==> src/inc/adc_map.vh <==
`ifndef ADC_MAP_VH
`define ADC_MAP_VH

// word indices on the register bus (byte address = 4 * index)
`define REG_STATUS_CONTROL  2'h0
`define REG_RESULT          2'h1
`define REG_CLOCK_CONFIG    2'h2

// status_control_register fields
`define SC_DONE_BIT         7
`define SC_IRQ_EN_BIT       6
`define SC_CONT_BIT         5
`define SC_CHAN_HI          4
`define SC_CHAN_LO          0

// clock_config_register fields
`define CC_DIV_HI           7
`define CC_DIV_LO           5
`define CC_SRC_BIT          4

// reset values
`define SC_CHAN_RESET       5'h1F
`define CC_DIV_RESET        3'h0
`define CC_SRC_RESET        1'h0

// channel codes
`define CHAN_EXT_LAST       5'h07
`define CHAN_REF_HIGH       5'h1D
`define CHAN_REF_LOW        5'h1E
`define CHAN_POWER_OFF      5'h1F

// prescaler terminal counts (ratio - 1)
`define DIV_LIM_1           4'h0
`define DIV_LIM_2           4'h1
`define DIV_LIM_4           4'h3
`define DIV_LIM_8           4'h7
`define DIV_LIM_16          4'hF

// conversion timing in converter clock ticks: one sample, two per bit
`define SAR_LAST_STEP       5'h10
`define SAR_MSB_TRIAL       8'h80
`define SAR_LAST_BIT        3'h7

`endif

==> src/adc_clock_divider.v <==
`timescale 1ns/10ps
`include "adc_map.vh"

// prescaler: one output tick per 1, 2, 4, 8 or 16 input ticks
module adc_clock_divider (
  input  wire       clk,
  input  wire       rst_sync_b,
  input  wire       clk_en,
  input  wire       restart,
  input  wire       tick_in,
  input  wire [2:0] div_sel,
  output reg        tick_out
);

  reg  [3:0] cnt_q;
  reg  [3:0] lim;

  // any code with the top bit set divides by sixteen
  always @* begin
    case (div_sel)
      3'h0:    lim = `DIV_LIM_1;
      3'h1:    lim = `DIV_LIM_2;
      3'h2:    lim = `DIV_LIM_4;
      3'h3:    lim = `DIV_LIM_8;
      default: lim = `DIV_LIM_16;
    endcase
  end

  // restart aligns the first tick to the start of a conversion
  always @(posedge clk or negedge rst_sync_b) begin
    if (!rst_sync_b) begin
      cnt_q    <= 4'h0;
      tick_out <= 1'h0;
    end else if (clk_en) begin
      if (restart) begin
        cnt_q    <= 4'h0;
        tick_out <= 1'h0;
      end else begin
        tick_out <= tick_in && (cnt_q >= lim);
        if (tick_in)
          cnt_q <= (cnt_q >= lim) ? 4'h0 : cnt_q + 4'h1;
      end
    end
  end

endmodule // adc_clock_divider

==> src/adc_sar_engine.v <==
`timescale 1ns/10ps
`include "adc_map.vh"

// successive approximation sequencer, one step per converter tick
module adc_sar_engine (
  input  wire       clk,
  input  wire       rst_sync_b,
  input  wire       clk_en,
  input  wire       start,
  input  wire       abort,
  input  wire       tick,
  input  wire       comp_high,
  output reg        busy,
  output reg        done,
  output reg        sample,
  output reg  [7:0] trial_code,
  output reg  [7:0] result
);

  reg  [4:0] step_q;
  reg  [2:0] bit_q;
  wire [7:0] mask = `SAR_MSB_TRIAL >> bit_q;
  wire [7:0] kept = comp_high ? trial_code : (trial_code & ~mask);

  // step 0 samples, odd steps present a trial, even steps decide
  always @(posedge clk or negedge rst_sync_b) begin
    if (!rst_sync_b) begin
      busy       <= 1'h0;
      done       <= 1'h0;
      sample     <= 1'h0;
      step_q     <= 5'h00;
      bit_q      <= 3'h0;
      trial_code <= 8'h00;
      result     <= 8'h00;
    end else if (clk_en) begin
      done <= 1'h0;
      if (abort) begin
        busy   <= 1'h0;           // partial result is dropped
        sample <= 1'h0;
      end else if (start) begin
        busy       <= 1'h1;       // restart wins over a running one
        sample     <= 1'h1;
        step_q     <= 5'h00;
        bit_q      <= 3'h0;
        trial_code <= 8'h00;
      end else if (busy && tick) begin
        step_q <= step_q + 5'h01;
        if (step_q == 5'h00) begin
          sample     <= 1'h0;
          trial_code <= `SAR_MSB_TRIAL; // msb first
        end else if (!step_q[0]) begin
          // latch the decision, then offer the next lower bit
          if (bit_q == `SAR_LAST_BIT) begin
            result     <= kept;     // refreshed on every completion
            trial_code <= kept;
            done       <= 1'h1;
            busy       <= 1'h0;     // 17 ticks in all
          end else begin
            trial_code <= kept | (mask >> 1);
            bit_q      <= bit_q + 3'h1;
          end
        end
      end
    end
  end

endmodule // adc_sar_engine

==> src/adc_sequencer_control.v <==
// The address map and the Avalon-MM slave port were chosen for this implementation.
`timescale 1ns/10ps
`include "adc_map.vh"

// Overview of operation
// - without interrupts, done flag sets per conversion, cleared by result read
// - with interrupts enabled, done flag never sets and reads zero
// - with interrupts enabled, request raised at end of each conversion
// - request dropped on result read or status register write
// - reset clears the interrupt enable
// - continuous mode converts back to back; reset clears the mode bit
// - single mode does one conversion per status register write
// - five-bit channel field; codes 0 to 7 select external inputs
// - all-ones channel code powers down and stops conversions
// - codes 11101 and 11110 route high and low references
// - reserved channel codes give an undefined result
// - eight-bit result register refreshed at every completion
// - three-bit prescaler divides by 1, 2, 4, 8 or 16
// - source bit picks bus clock (1) or oscillator (0); reset oscillator
// - conversion begins after status write and lasts 16 or 17 ticks
// - continuous mode overwrites the result whether read or not
// - stop mode aborts conversion and holds the block idle
// - the selected pin is forced analog and reads back zero
module adc_sequencer_control (
  input  wire        clk,
  input  wire        clk_en,
  input  wire        rst_b,
  input  wire [1:0]  avs_address,
  input  wire        avs_read,
  input  wire        avs_write,
  input  wire [31:0] avs_writedata,
  input  wire [3:0]  avs_byteenable,
  output reg  [31:0] avs_readdata,
  output reg         avs_waitrequest,
  input  wire        oscillator_output_clock,
  input  wire        stop_mode,
  input  wire        comparator_high,
  input  wire [7:0]  port_pins_in,
  output reg  [4:0]  analog_select,
  output reg         converter_power_down,
  output wire [7:0]  trial_code,
  output wire        sample_hold,
  output reg         irq,
  output reg  [7:0]  port_analog_mask,
  output reg  [7:0]  port_read_data
);

  // reset release through two flops; assertion stays asynchronous
  reg         rst_s1_q;
  reg         rst_sync_b;

  always @(posedge clk or negedge rst_b) begin
    if (!rst_b) begin
      rst_s1_q   <= 1'h0;
      rst_sync_b <= 1'h0;
    end else begin
      rst_s1_q   <= 1'h1;
      rst_sync_b <= rst_s1_q;
    end
  end

  // register state
  reg         irq_en_q;
  reg         cont_q;
  reg         done_flag_q;
  reg  [2:0]  div_q;
  reg         src_q;
  reg         start_q;
  reg  [1:0]  seq_q;

  // pin inputs: comparator, oscillator clock and port pins
  reg  [9:0]  sync1_q;
  reg  [9:0]  sync2_q;
  reg  [9:0]  sync3_q;
  reg  [9:0]  filt_q;
  reg         osc_tick_q;
  wire [9:0]  pin_raw = {comparator_high, oscillator_output_clock,
                         port_pins_in};
  wire [9:0]  agree   = ~(sync2_q ^ sync3_q);

  // a change counts only once the second and third stage agree
  always @(posedge clk or negedge rst_sync_b) begin
    if (!rst_sync_b) begin
      sync1_q    <= 10'h000;
      sync2_q    <= 10'h000;
      sync3_q    <= 10'h000;
      filt_q     <= 10'h000;
      osc_tick_q <= 1'h0;
    end else if (clk_en) begin
      sync1_q    <= pin_raw;
      sync2_q    <= sync1_q;
      sync3_q    <= sync2_q;
      filt_q     <= (sync3_q & agree) | (filt_q & ~agree);
      osc_tick_q <= agree[8] && sync3_q[8] && !filt_q[8];
    end
  end

  wire        comp_filt = filt_q[9];
  wire [7:0]  pins_filt = filt_q[7:0];

  // bus handshake: waitrequest idles high, drops for one cycle per request
  wire        req     = avs_read || avs_write;
  wire        acc     = clk_en && req && !avs_waitrequest;
  wire        wr_acc  = acc && avs_write && avs_byteenable[0];
  wire        rd_acc  = acc && avs_read;
  wire        sc_wr   = wr_acc && (avs_address == `REG_STATUS_CONTROL);
  wire        cc_wr   = wr_acc && (avs_address == `REG_CLOCK_CONFIG);
  wire        res_rd  = rd_acc && (avs_address == `REG_RESULT);
  wire [4:0]  wr_chan = avs_writedata[`SC_CHAN_HI:`SC_CHAN_LO];

  // converter engine hookup
  wire        eng_busy;
  wire        eng_done;
  wire [7:0]  eng_result;
  wire        adc_tick;
  wire        powered_on = (analog_select != `CHAN_POWER_OFF);
  // the bus clock feeds one tick per cycle, the oscillator one per rising edge
  wire        pre_tick   = src_q ? 1'h1 : osc_tick_q;
  // abort on stop, on power off, and on any status write
  wire        abort      = stop_mode || !powered_on || sc_wr;

  adc_clock_divider u_div (
    .clk        (clk),
    .rst_sync_b (rst_sync_b),
    .clk_en     (clk_en),
    .restart    (start_q),
    .tick_in    (pre_tick),
    .div_sel    (div_q),
    .tick_out   (adc_tick)
  );

  adc_sar_engine u_sar (
    .clk        (clk),
    .rst_sync_b (rst_sync_b),
    .clk_en     (clk_en),
    .start      (start_q),
    .abort      (abort),
    .tick       (adc_tick),
    .comp_high  (comp_filt),
    .busy       (eng_busy),
    .done       (eng_done),
    .sample     (sample_hold),
    .trial_code (trial_code),
    .result     (eng_result)
  );

  // status and clock registers; the done flag bit is not writable
  always @(posedge clk or negedge rst_sync_b) begin
    if (!rst_sync_b) begin
      irq_en_q      <= 1'h0;
      cont_q        <= 1'h0;
      analog_select <= `SC_CHAN_RESET;
      div_q         <= `CC_DIV_RESET;
      src_q         <= `CC_SRC_RESET;
    end else if (clk_en) begin
      if (sc_wr) begin
        irq_en_q      <= avs_writedata[`SC_IRQ_EN_BIT];
        cont_q        <= avs_writedata[`SC_CONT_BIT];
        analog_select <= wr_chan;
        // written bit 7 is dropped, so a stray one does no harm
      end
      if (cc_wr) begin
        div_q <= avs_writedata[`CC_DIV_HI:`CC_DIV_LO];
        src_q <= avs_writedata[`CC_SRC_BIT];
      end
    end
  end

  // sequencer states: decides when the engine is (re)started
  localparam [1:0] SEQ_IDLE = 2'h0;  // waiting for a status write
  localparam [1:0] SEQ_CONV = 2'h1;  // a conversion is under way
  localparam [1:0] SEQ_HALT = 2'h2;  // stop mode; continuous resumes on exit
  reg  [1:0]  seq_d;
  reg         start_d;

  // start goes out one cycle after its cause, so the engine sees the new
  // settings; stop mode blocks every start until it is left
  always @* begin
    seq_d   = seq_q;
    start_d = 1'h0;
    case (seq_q)
      SEQ_IDLE: begin
        if (stop_mode) begin
          seq_d = SEQ_HALT;
        end else if (sc_wr && (wr_chan != `CHAN_POWER_OFF)) begin
          start_d = 1'h1;
          seq_d   = SEQ_CONV;
        end
      end
      SEQ_CONV: begin
        if (stop_mode) begin
          seq_d = SEQ_HALT;
        end else if (sc_wr) begin
          // a write mid conversion starts over with the new settings
          start_d = (wr_chan != `CHAN_POWER_OFF);
          seq_d   = (wr_chan != `CHAN_POWER_OFF) ? SEQ_CONV : SEQ_IDLE;
        end else if (!powered_on) begin
          seq_d = SEQ_IDLE;
        end else if (eng_done) begin
          start_d = cont_q;
          seq_d   = cont_q ? SEQ_CONV : SEQ_IDLE;
        end else if (!eng_busy && !start_q) begin
          seq_d = SEQ_IDLE;
        end
      end
      SEQ_HALT: begin
        if (!stop_mode) begin
          // leaving stop: a write wins, else continuous mode resumes
          if (sc_wr)
            start_d = (wr_chan != `CHAN_POWER_OFF);
          else
            start_d = cont_q && powered_on;
          seq_d = start_d ? SEQ_CONV : SEQ_IDLE;
        end
      end
      default: begin
        seq_d = SEQ_IDLE;
      end
    endcase
  end

  // sequencer state and the one-cycle start strobe
  always @(posedge clk or negedge rst_sync_b) begin
    if (!rst_sync_b) begin
      seq_q   <= SEQ_IDLE;
      start_q <= 1'h0;
    end else if (clk_en) begin
      seq_q   <= seq_d;
      start_q <= start_d;
    end
  end

  // flag and request: a completion in the clearing cycle wins
  always @(posedge clk or negedge rst_sync_b) begin
    if (!rst_sync_b) begin
      done_flag_q <= 1'h0;
      irq         <= 1'h0;
    end else if (clk_en) begin
      if (eng_done && !irq_en_q)
        done_flag_q <= 1'h1;
      else if (res_rd)
        done_flag_q <= 1'h0;
      if (eng_done && irq_en_q)
        irq <= 1'h1;
      else if (res_rd || sc_wr)
        irq <= 1'h0;
    end
  end

  // read byte of the addressed register; the unmapped index reads zero
  reg  [7:0]  rd_byte_d;

  always @* begin
    case (avs_address)
      `REG_STATUS_CONTROL:
        rd_byte_d = {done_flag_q && !irq_en_q, irq_en_q, cont_q,
                     analog_select};
      `REG_RESULT:
        rd_byte_d = eng_result;
      `REG_CLOCK_CONFIG:
        rd_byte_d = {div_q, src_q, 4'h0};
      default:
        rd_byte_d = 8'h00;
    endcase
  end

  // bus slave: read data is latched as waitrequest drops
  always @(posedge clk or negedge rst_sync_b) begin
    if (!rst_sync_b) begin
      avs_waitrequest <= 1'h1;
      avs_readdata    <= 32'h00000000;
    end else if (clk_en) begin
      avs_waitrequest <= !(req && avs_waitrequest);
      if (req && avs_waitrequest && avs_read)
        avs_readdata <= {24'h000000, rd_byte_d};
    end
  end

  // only codes 0 to 7 own a port pin; reference and reserved own none
  reg  [7:0]  pin_mask_d;

  always @* begin
    pin_mask_d = 8'h00;
    if (analog_select <= `CHAN_EXT_LAST)
      pin_mask_d = 8'h01 << analog_select[2:0];
  end

  // pin ownership and power; reference codes carry no pin
  always @(posedge clk or negedge rst_sync_b) begin
    if (!rst_sync_b) begin
      converter_power_down <= 1'h1;
      port_analog_mask     <= 8'h00;
      port_read_data       <= 8'h00;
    end else if (clk_en) begin
      converter_power_down <= !powered_on;
      port_analog_mask     <= pin_mask_d;
      port_read_data <= pins_filt & ~port_analog_mask;
    end
  end

endmodule // adc_sequencer_control
==> config.mk <==
export PLATFORM = sky130hd
export DESIGN_NAME = adc_sequencer_control
export DESIGN_NICKNAME = d
export VERILOG_FILES = /design/src/adc_clock_divider.v /design/src/adc_sar_engine.v /design/src/adc_sequencer_control.v
export VERILOG_INCLUDE_DIRS = /design/src /design/src/inc
export SDC_FILE = /design/constraint.sdc
export NUM_CORES = 1
export LEC_CHECK = 0
export BUFFER_PORTS_ARGS = -buffer_cell sky130_fd_sc_hd__buf_2
export CAP_MARGIN = 25
export CORE_MARGIN = 2
export CORE_UTILIZATION = 55
export DETAILED_ROUTE_END_ITERATION = 8
export PLACE_DENSITY = 0.8
export SKIP_CTS_REPAIR_TIMING = 1
export SLEW_MARGIN = 20
export SYNTH_ARGS = -nofsm -noshare
export SYNTH_HDL_FRONTEND = slang
export SYNTH_HIERARCHICAL = 1
export SYNTH_SLANG_ARGS = --single-unit
==> constraint.sdc <==
create_clock -name clk -period 5 [get_ports clk]
set_input_delay 0.25 -clock clk [delete_from_list [all_inputs] [get_ports clk]]
set_output_delay 0.25 -clock clk [all_outputs]
set_load 0.01 [all_outputs]
======== Word level (Yosys, flattened, before mapping) ========
Cells that the tools add are included.
operators by class
  divide/modulo/power cells ............... 0
  shift-type cells ........................ 2
  $lt $le $gt $ge ......................... 2
  multiply operators ...................... 0
  equal/unequal tests ..................... 19
  reductions and logical operators ........ 55
  multiplexer cells ....................... 64
  bitwise logic cells ..................... 15
  $add $sub $neg .......................... 3
operator list
  cell                                             count
  2-to-1 mux 8 bit                                 7
  2-to-1 mux 1 bit                                 35
  one-hot mux 8 bit (3 select lines)               1
  bitwise AND 10 bit                               2
  logical AND 1 bit                                20
  inverter 10 bit                                  2
  bitwise AND 8 bit                                2
  2-to-1 mux 2 bit                                 8
  inverter 8 bit                                   2
  one-hot mux 4 bit (4 select lines)               1
  2-to-1 mux 3 bit                                 5
  2-to-1 mux 4 bit                                 3
  != test 3 bit, second input constant             4
  AND reduction 2 bit                              6
  2-to-1 mux 5 bit                                 2
  != test 5 bit, second input constant             2
  bitwise OR 10 bit                                1
  XOR 10 bit                                       1
  nonzero test 3 bit                               3
  != test 2 bit, second input constant             4
  bitwise OR 8 x 7 -> 8 bit                        1
  AND reduction 4 bit                              2
  nonzero test 2 bit                               4
  left shift 1 x 3 -> 8 bit, first input constant  1
  other kinds (24)                                 41
storage, ports and cells
  bits in read-only memories .............. 0
  register bits ........................... 117
  bits in latches ......................... 0
  bits of input ports ..................... 54
  memories ................................ 0
  logic and storage cells ................. 190
  output and inout port bits .............. 65
  memory bits (writable) .................. 0

======== Depth between registers and ports, before layout ========
Gate-level depths: netlist of the first run.
  depth in word-level cells ............... 12
  gate-level depth with buffers ........... 9
  depth with buffers taken out ............ 6

======== Modules after synthesis ========
The synthesis of the first run kept the hierarchy.
by module, submodules not included
  module                 area each (µm²)  instances  cells an instance
  adc_sequencer_control  3771.1           1          344
  adc_sar_engine         1616.6           1          166
  adc_clock_divider      355.3            1          38

======== Least setup slack after synthesis of the first run ========
No wires, ideal clock.
  path type ............................... register to register
  from .................................... register avs_waitrequest
  to ...................................... register u_sar.result[0]
  required time ........................... 4.875 ns
  path buffers ............................ 2
  path slack .............................. 2.263 ns
  setup time .............................. 0.125 ns
  data arrival time ....................... 2.612 ns
  cell stages (with the launch flop) ...... 9
  cells stage by stage .................... dfstp_2 -> nand2b_1 -> nor4_4 -> buf_2 -> or3_1 -> nand2b_1 -> buf_6 -> nor4_4 -> mux2_4
between the ends
  word-level cells in the longest chain between the ends .. 8
ends and longest elaborated chain
  element                         line                         RTL
  start, declared                 adc_sequencer_control.v:34   output reg avs_waitrequest,
  start signal, assigned          adc_sequencer_control.v:273  avs_waitrequest <= !(req && avs_waitrequest);
  logical NOT 1 bit               adc_sequencer_control.v:103  wire acc = clk_en && req && !avs_waitrequest;
  logical AND 1 bit               adc_sequencer_control.v:103
  logical AND 1 bit (2 in a row)  adc_sequencer_control.v:104  wire wr_acc = acc && avs_write && avs_byteenable[0];
  logical AND 1 bit               adc_sequencer_control.v:106  wire sc_wr = wr_acc && (avs_address == `REG_STATUS_CONTROL);
  logical OR 1 bit                adc_sequencer_control.v:120  wire abort = stop_mode || !powered_on || sc_wr;
  named net abort                 adc_sequencer_control.v:120
  inverter 1 bit (no line)        n/a
  AND reduction 7 bit (no line)   n/a
  end signal, assigned            adc_sar_engine.v:54          result <= kept;
  end, declared                   adc_sar_engine.v:17          output reg [7:0] result
The timed path passes the listed nets, and every way through them passes these cells.
A chain may end at the register's enable or synchronous reset.

======== Worst setup path in the final report of the first run ========
Same ends and word-level chain as after synthesis.

==> results of run 1 <==
==> placed cells by master, fill, tap and decap left out, drive strengths merged, types with 7 or more instances in the layout <==
cell type	netlist	layout
a21oi	29	29
buf	34	69
clkbuf	12	21
conb	2	25
dfrtp	110	110
dfstp	7	7
dlygate4sd3	0	19
ha	15	15
inv	46	47
mux2	39	39
mux2i	15	15
nand2	64	64
nand2b	14	14
nand3	10	10
nor2	21	21
o21ai	16	16
o22ai	23	23
o31ai	9	9
==> cell usage after synthesis, types with 5 or more instances <==
| library cell | instances |
|---|---|
| ha_1 | 15 |
| o22ai_1 | 23 |
| o21ai_0 | 12 |
| nand3_1 | 10 |
| buf_4 | 25 |
| dfstp_2 | 7 |
| or3b_2 | 5 |
| o31ai_1 | 9 |
| dfrtp_1 | 110 |
| mux2i_1 | 15 |
| a21oi_1 | 29 |
| nand2_1 | 64 |
| mux2_2 | 36 |
| inv_1 | 46 |
| clkbuf_1 | 12 |
| nand2b_1 | 14 |
| nor2_1 | 21 |
| nor3_1 | 5 |
| nand3b_1 | 5 |
| buf_2 | 6 |
| nor3b_1 | 5 |
==> how the worst min path moves through the flow <==
stage | cells past startpoint | from | slack [ns] | endpoint
2_1_floorplan | 0 | rst_b | -0.05 | rst_s1_q
3_3_place_gp | 1 | rst_b | 0.04 | rst_s1_q
3_5_place_dp | 1 | rst_b | 0.04 | rst_s1_q
4_1_cts | 1 | rst_b | -0.52 | rst_sync_b
5_1_grt | 2 | rst_b | 0.02 | rst_sync_b
6_report | 3 | avs_write | 0.02 | avs_waitrequest
==> metal layers <==
layer,vias to the layer above,share of wire,track usage,wire length (um)
li1,2038,-,-,-
met1,2117,0.44,0.308,5460
met2,191,0.48,0.360,5970
met3,15,0.060,0.0668,745
met4,0,0.013,0.0846,161
met5,-,0,0,0
==> logic make-up (layout without fill, tap and decap cells) <==
family | Yosys count | count (layout)
fa+ha+maj | 15 | 15
mux | 54 | 54
buf+inv | 92 | 166
flops | 117 | 117
compound gates | 108 | 108
simple gates | 160 | 160
other cells | 2 | 25
==> tightest hold or removal path, delay by kind of cell <==
kind            cells  cell delay (ns)
buf+inv             1             0.10
compound gates      2             0.18
==> sequential cells by signal (all words and copies together), names as in the netlist, 5 cells and up, named ones only <==
register,flops
sync1_q,10
port_analog_mask,8
u_sar/trial_code,8
u_sar/result,8
u_sar/step_q,5
analog_select,5
sync3_q,10
avs_readdata,8
sync2_q,10
port_read_data,8
==> area by class of cell <==
cell class                 count  area [sq um]
sequential                   117          2940
clock buffer                  21           459
timing repair buffer          88           543
tap                          136           170
fill                         742          3330
multi-input combinational    362          2440
inverter                      46           173
clock inverter                11           174
==> report_power, final <==
| part | internal (mW) | switching (mW) | total (mW) | leakage, nW |
|---|---|---|---|---|
| Combinational | 0.355 | 0.429 | 0.784 | 1.49 |
| Sequential | 1.17 | 0.231 | 1.40 | 1.44 |
| Clock | 0.851 | 0.438 | 1.29 | 0.301 |
==> run_results.csv, run 1 <==
group,metric,value,unit
drt,vias_per_cell,5.58,
drt,drc,0,
power,p_per_area,503,nW/um^2
timing,layout_setup_ws,1.79,ns
grt,overflow,0,
place,portBuffers,67,
critical_path,cp.arrival,3.61,ns
timing,setup_viol,0,
power,ir_drop,0.268,mV
logic_synthesis,yosysSeqAreaShare,0.511,
grt,grt_pass1_vias,4134,
clocking,cts_buffers,17,
critical_path,end_kind,"flip-flop",
timing,rsz0062_at_grt,"no",
floorplanning,rows,37,
timing,fmaxAchievable,312,MHz
layout,final_cell_area,6900,sq um
job,drv_cap,0,
floorplanning,core_area,10200,sq um
layout,fin_cells,781,
place,pre_cts_ws,1.85,ns
floorplanning,pin_count,119,
logic_synthesis,synth-simple-area-share,0.151,
grt,grt_pass1_wl,20300,um
clocking,root_buffer,"clkbuf_8",
clocking,htree_levels,4,
clocking,clock-sinks,117,
logic_synthesis,synth_seq_cells,117,
critical_path,max_stage_delay,0.84,ns
drt,drtIter0Drc,253,
grt,grt_max_degree,97,
critical_path,cp.required,5.40,ns
logic_synthesis,async_reset_ff_frac,1.00,
layout,final_util,0.674,
clocking,tritoncts,"done",
logic_synthesis,synth_top_family_by_area,"simple AND/OR/NAND/NOR gates",
layout,area_growth,20.1,%
critical_path,cp-start-kind,"flip-flop",
logic_synthesis,synthAdderAreaFrac,0.0327,
logic_synthesis,synth_flop_cell,"dfrtp_1",
critical_path,critical_path.top_delay_family,"simple AND/OR/NAND/NOR gates",
timing,min_period,3.21,ns
layout,fin_nets,701,
drt,routedWlPerCell,15.8,um
timing,drv_slew,0,
place,dpl.hpwl,7920,um
clocking,insertion_delay,0.52,ns
logic_synthesis,synth_top_area_frac,0.479,
timing,hold_viol_final,0,
grt,grt_antenna_before_repair,0,
drt,vias,4361,
logic_synthesis,syn_area,5740,sq um
critical_path,reg2reg_depth,6,
floorplanning,start_util,0.561,
critical_path,worstPathCellList,"nand2b_1 -> nor4_4 -> or3_1 -> nand2b_1 -> nor4_4 -> mux2_4",
layout,drive_gt1_frac,0.245,
critical_path,reg2reg_slack,1.79,ns
critical_path,critPathBufInv,0,
critical_path,crit_type,"reg -> reg",
hold_path,hold_path.class,"in -> reg",
timing,tns,0,ns
critical_path,r2r_start,"avs_waitrequest",
logic_synthesis,synth_compound_area_frac,0.121,
floorplanning,dieArea,11300,sq um
logic_synthesis,avgSynthCellArea,10.5,sq um
logic_synthesis,syn_inst,548,
status,status,"finished clean",
timing,max_slew_margin,0.331,
drt,antenna_left,0,
grt,grtUsageTotal,0.231,
floorplanning,fp.dieW,106,um
place,dp_cells,730,
logic_synthesis,yosysUniqueCellTypes,58,
clocking,clkTransAtPathRegs,0.06,ns
place,gp_congestion,0.836,
layout,diodes,0,
critical_path,cp.depth,6,
logic_synthesis,muxShareOfSynthArea,0.104,
critical_path,r2r-end,"u_sar/result[0]",
timing,tightest_slew,1.00,ns
critical_path,endpoint,"u_sar/result[0]",
place,placed_area,6070,sq um
drt,drtPass1Iterations,4,
logic_synthesis,synth_area_leaders,"dfrtp_1 48%, mux2_2 7.1%, nand2_1 4.2%, buf_4 3.3%, ha_1 3.3%",
logic_synthesis,yosys.area.top_type,"dfrtp_1",
timing,whs,0.0168,ns
logic_synthesis,synth_edf_count,0,
logic_synthesis,yosysWarnings,6,
floorplanning,die_y,106,um
critical_path,critPathLaunch,"avs_waitrequest",
critical_path,worstPathMaxFanout,17,
timing,finClkSkew,0.00946,ns
drt,detail_route.wirelength,12300,um
power,total_power,3.47,mW
power,p_leak,3.23,nW
critical_path,crit_path_top_delay_cell,"nor4_4",
logic_synthesis,synth_xor_area_frac,0,
clocking,cts_buffer_depth,2,
timing,timing.final.crit_share,0.642,
Power figures use the tool's default switching activity.
==> run 2: changes to the inputs <==
CORE_UTILIZATION = 50   (was 55)
PLACE_DENSITY = 0.77   (was 0.8)
clock period = 2.6 ns   (was 5 ns; I/O delays follow)
==> run 2 against run 1 <==
  * Via count shrank 0.21%
  * Non-clock buffer count grew 13
  * Sequential power rose by 89%
  * Design area grew 0.80%
  * Sequential share of layout area is 0.34 points lower
  * Hold slack got worse by 0.013 ns
  * Flip-flop and latch count unchanged
  * Critical path type unchanged
  * Largest power group unchanged
==> run_results.csv, run 2 (synthesized netlist as in run 1, its figures left out) <==
group,metric,value,unit
status,status,"finished clean",
timing,rsz0062_at_grt,"no",
job,drv_cap,0,
floorplanning,core_area,11300,sq um
drt,antenna_left,0,
layout,diodes,0,
place,portBuffers,67,
critical_path,cp.arrival,2.68,ns
power,comb_power_share,0.245,
critical_path,worstPathCellList,"nand2b_4 -> nor4_4 -> or3_1 -> nand2b_1 -> or4b_4 -> o32ai_1",
critical_path,crit_type,"reg -> reg",
clocking,clock-sinks,117,
layout,fill_cells,921,
drt,routedWlPerCell,15.5,um
timing,min_period,2.38,ns
place,gp_congestion,0.832,
critical_path,worstPathMaxFanout,7,
layout,drive_gt1_frac,0.260,
drt,detail_route.wirelength,12400,um
layout,ff_latch_area,2940,sq um
critical_path,end_kind,"flip-flop",
clocking,cts_buffer_depth,2,
clocking,insertion_delay,0.41,ns
drt,vias_per_cell,5.43,
power,p_switching,2.06,mW
power,total_power,6.46,mW
floorplanning,die_y,111,um
grt,grt_pass1_wl,20700,um
clocking,cts_buffers,17,
layout,mostFrequentLayoutCells,"109 x dfrtp_1, 67 x buf_2, 64 x nand2_1",
grt,overflow,0,
drt,drtIter0Drc,253,
drt,drtPass1Iterations,5,
layout,multiInputGateArea,2450,sq um
clocking,htree_levels,4,
timing,finClkSkew,0.00621,ns
layout,area_growth,21.1,%
power,p_int,4.41,mW
timing,drv_slew,0,
clocking,clkTransAtPathRegs,0.05,ns
power,p_seq_frac,0.409,
power,ir_drop,0.427,mV
timing,tns,0,ns
layout,fin_nets,714,
grt,grtUsageTotal,0.210,
floorplanning,pin_count,119,
timing,timing.final.crit_share,0.914,
floorplanning,dieArea,12400,sq um
power,p_per_area,930,nW/um^2
layout,fin_cells,801,
floorplanning,rows,39,
place,dpl.hpwl,8680,um
drt,drc,0,
layout,reg.largest.list,"sync1_q: 10 flops, sync2_q: 10 flops, sync3_q: 10 flops",
critical_path,cp.required,2.91,ns
clocking,root_buffer,"clkbuf_16",
timing,fmaxAchievable,421,MHz
timing,whs,0.00394,ns
grt,grt_pass1_vias,4161,
floorplanning,fp.dieW,111,um
critical_path,crit_path_top_delay_cell,"or4b_4",
grt,grt_antenna_before_repair,0,
critical_path,cp-start-kind,"flip-flop",
critical_path,critPathBufInv,0,
clocking,tritoncts,"done",
timing,hold_viol_final,0,
power,clockPowerShare,0.345,
power,p_leak,3.28,nW
critical_path,max_stage_delay,0.63,ns
hold_path,hold_path.class,"in -> reg",
timing,max_slew_margin,0.467,
place,dp_cells,750,
grt,grt_max_degree,79,
timing,setup_viol,0,
power,swShare,0.318,
layout,mostFrequentLayoutCell,"dfrtp_1",
floorplanning,start_util,0.507,
timing,tightest_slew,0.799,ns
critical_path,critical_path.top_delay_family,"simple AND/OR/NAND/NOR gates",
drt,vias,4352,
## run 2: cell types whose count changed in the layout (fill, tap and decap cells not counted), sizes merged
| cell | before | now |
|---|---|---|
| inv | 47 | 46 |
| buf | 69 | 82 |
| bufinv | 4 | 2 |
| clkinv | 3 | 6 |
| clkbuf | 21 | 22 |
| clkinvlp | 3 | 2 |
## run 2: path summary, 6_finish.rpt
check | from | to | slack (ns) | cells past startpoint
worst min register to register | rst_sync_b | sync1_q[4] | 0.35 | 0
min in group asynchronous | rst_b | rst_sync_b | 0.03 | 2
worst max register to register | avs_waitrequest | u_sar/trial_code[3] | 0.22 | 6
worst min-delay path | avs_write | avs_waitrequest | 0.004 | 3
max in group asynchronous | rst_sync_b | analog_select[3] | 1.44 | 1
worst max-delay path | avs_waitrequest | u_sar/trial_code[3] | 0.22 | 6
## run 2: through the flow
step            util  setup WS (ns)  area [sq um]
2_1_floorplan      -        0.00710          5840
3_3_place_gp   0.546          0.181          6190
3_5_place_dp   0.546          0.166          6190
4_1_cts        0.597          0.114          6760
5_1_grt        0.614         0.0921          6950
6_report       0.614          0.223          6950
## run 2: power groups by stage
| stage | clock network (mW) | registers (mW) | logic (mW) |
|---|---|---|---|
| after floorplan | 0 | 2.64 | 1.06 |
| after global placement | 0 | 2.64 | 1.47 |
| after detailed placement | 0 | 2.66 | 1.54 |
| after CTS | 2.27 | 2.64 | 1.56 |
| after global routing | 2.36 | 2.72 | 1.77 |
| final | 2.23 | 2.65 | 1.59 |
## run 2: area by class of cell
cell class	instances	area share
clock buffer	22	0.0668
inverter	46	0.0248
sequential	117	0.423
timing repair buffer	101	0.0918
clock inverter	10	0.0157
multi-input combinational	362	0.352
tap	143	0.0257
## run 2: metal layers
layer	GRT usage	up-vias	routed length, um
li1	-	2064	-
met1	0.277	2143	5550
met2	0.327	127	6030
met3	0.0612	18	586
met4	0.0864	0	255
met5	0	-	0
## run 2: worst min-delay path, stage by stage
cell      delay (ns)
buf_2           0.10
o211ai_1        0.08
o21a_1          0.10
==> run 3: changes to the inputs <==
CTS_BUF_LIST = sky130_fd_sc_hd__clkbuf_16   (was not set)
==> run 3 against run 2 <==
  * Maximum frequency rose by 0.45%
  * First-iteration DRC count rose by 0.79%
  * Global-route usage barely moved
  * Total power fell by 1.0%
  * Critical path type unchanged
==> run_results.csv, run 3 (synthesized netlist as in run 1, its figures left out) <==
group,metric,value,unit
status,status,"finished clean",
critical_path,end_kind,"flip-flop",
grt,overflow,0,
timing,finClkSkew,0.00686,ns
timing,max_slew_margin,0.473,
timing,hold_viol_final,0,
power,p_leak,3.28,nW
grt,grt_antenna_before_repair,0,
clocking,clock-sinks,117,
power,p_per_area,923,nW/um^2
hold_path,min_path_cells,3,
layout,mostFrequentLayoutCells,"109 x dfrtp_1, 67 x buf_2, 64 x nand2_1",
drt,route.met2.wl,6040,um
critical_path,cp.required,2.91,ns
critical_path,worstPathCellList,"nand2b_4 -> nor4_4 -> or3_1 -> nand2b_1 -> or4b_4 -> o32ai_1",
critical_path,worstPathMaxFanout,7,
critical_path,critPathBufInv,0,
critical_path,reg2reg_slack,0.23,ns
timing,min_period,2.37,ns
timing,rsz0062_at_grt,"no",
grt,grtUsageTotal,0.210,
layout,fin_nets,714,
grt,grt_max_degree,79,
drt,antenna_left,0,
drt,routedWlPerCell,15.5,um
timing,tns,0,ns
clocking,insertion_delay,0.41,ns
hold_path,hold_path.class,"in -> reg",
timing,fmaxAchievable,423,MHz
layout,mostFrequentLayoutCell,"dfrtp_1",
timing,drv_slew,0,
critical_path,cp-start-kind,"flip-flop",
floorplanning,pin_count,119,
place,dpl.hpwl,8680,um
clocking,tritoncts,"done",
layout,fill_cells,927,
critical_path,critical_path.top_delay_family,"simple AND/OR/NAND/NOR gates",
floorplanning,core_area,11300,sq um
grt,grt_pass1_vias,4165,
drt,drtPass1Iterations,5,
critical_path,r2r_start,"avs_waitrequest",
hold_path,hold_end,"avs_waitrequest",
layout,reg.largest.list,"sync1_q: 10 flops, sync2_q: 10 flops, sync3_q: 10 flops",
timing,setup_viol,0,
floorplanning,die_y,111,um
floorplanning,dieArea,12400,sq um
critical_path,cp.depth,6,
clocking,root_buffer,"clkbuf_16",
floorplanning,rows,39,
power,ir_drop,0.428,mV
place,portBuffers,67,
layout,final_util,0.612,
job,drv_cap,0,
critical_path,r2r-end,"u_sar/trial_code[3]",
drt,vias_per_cell,5.43,
drt,wl_met1,5460,um
timing,tightest_slew,0.791,ns
critical_path,max_stage_delay,0.63,ns
critical_path,crit_path_top_delay_cell,"or4b_4",
critical_path,reg2reg_depth,6,
place,gp_congestion,0.832,
grt,grt_pass1_wl,20700,um
floorplanning,start_util,0.507,
timing,timing.final.crit_share,0.910,
drt,drtIter0Drc,255,
critical_path,crit_type,"reg -> reg",
layout,area_growth,20.7,%
critical_path,cp.arrival,2.68,ns
drt,drc,0,
clocking,clkTransAtPathRegs,0.05,ns
layout,drive_gt1_frac,0.257,
hold_path,hold_path_startpoint,"avs_write",
drt,vias,4349,
clocking,htree_levels,4,
clocking,cts_buffers,17,
power,total_power,6.40,mW
drt,dr.max_layer_used,"met4",
clocking,cts_buffer_depth,2,
layout,diodes,0,
drt,wl_met3,653,um
drt,detail_route.wirelength,12400,um
floorplanning,fp.dieW,111,um
[run 3: cell types whose count changed in the layout (fill, tap and decap cells not counted)]
cell      previous run  this run
clkbuf_8             2         0
inv_1               46        49
clkinv_1             0         2
clkbuf_1             3         0
[run 3: tightest hold or removal path, stage by stage]
cell and delay [ns]:
buf_2 0.10, o211ai_1 0.08, o21a_1 0.10
[run 3: how the worst max path moves through the flow]
stage	from	endpoint	slack [ns]
3_5_place_dp	avs_waitrequest	u_sar/trial_code[3]	0.17
6_report	avs_waitrequest	u_sar/trial_code[3]	0.23
2_1_floorplan	avs_waitrequest	u_sar/trial_code[3]	0.007
4_1_cts	avs_waitrequest	u_sar/trial_code[3]	0.11
5_1_grt	avs_waitrequest	u_sar/step_q[4]	0.09
3_3_place_gp	avs_waitrequest	u_sar/trial_code[3]	0.18
[run 3: through the flow]
step	hold slack (ns)	area, sq um	setup WS (ns)	cells
5_1_grt	0.00216	6930	0.0921	801
3_3_place_gp	-0.0849	6190	0.181	750
4_1_cts	-0.521	6740	0.114	782
2_1_floorplan	-0.166	5840	0.00710	571
3_5_place_dp	-0.0816	6190	0.166	750
6_report	0.00183	6930	0.233	801
[run 3: power breakdown]
part | switching, mW | total, mW | internal (mW)
logic | 0.872 | 1.59 | 0.714
clock network | 0.787 | 2.17 | 1.38
registers | 0.401 | 2.64 | 2.24
[run 3: metal layers]
metal  global-route usage  vias to the layer above
li1                     -                     2063
met2                0.328                      125
met3               0.0612                       20
met4               0.0864                        0
met5                    0                        -
met1                0.275                     2141
[run 3: final cells by class]
cell class,instances,area (sq um),share of cell area
sequential,117,2940,0.424
clock inverter,15,128,0.0184
clock buffer,17,425,0.0614
inverter,46,173,0.0249
timing repair buffer,101,638,0.0920
tap,143,179,0.0258
multi-input combinational,362,2450,0.353
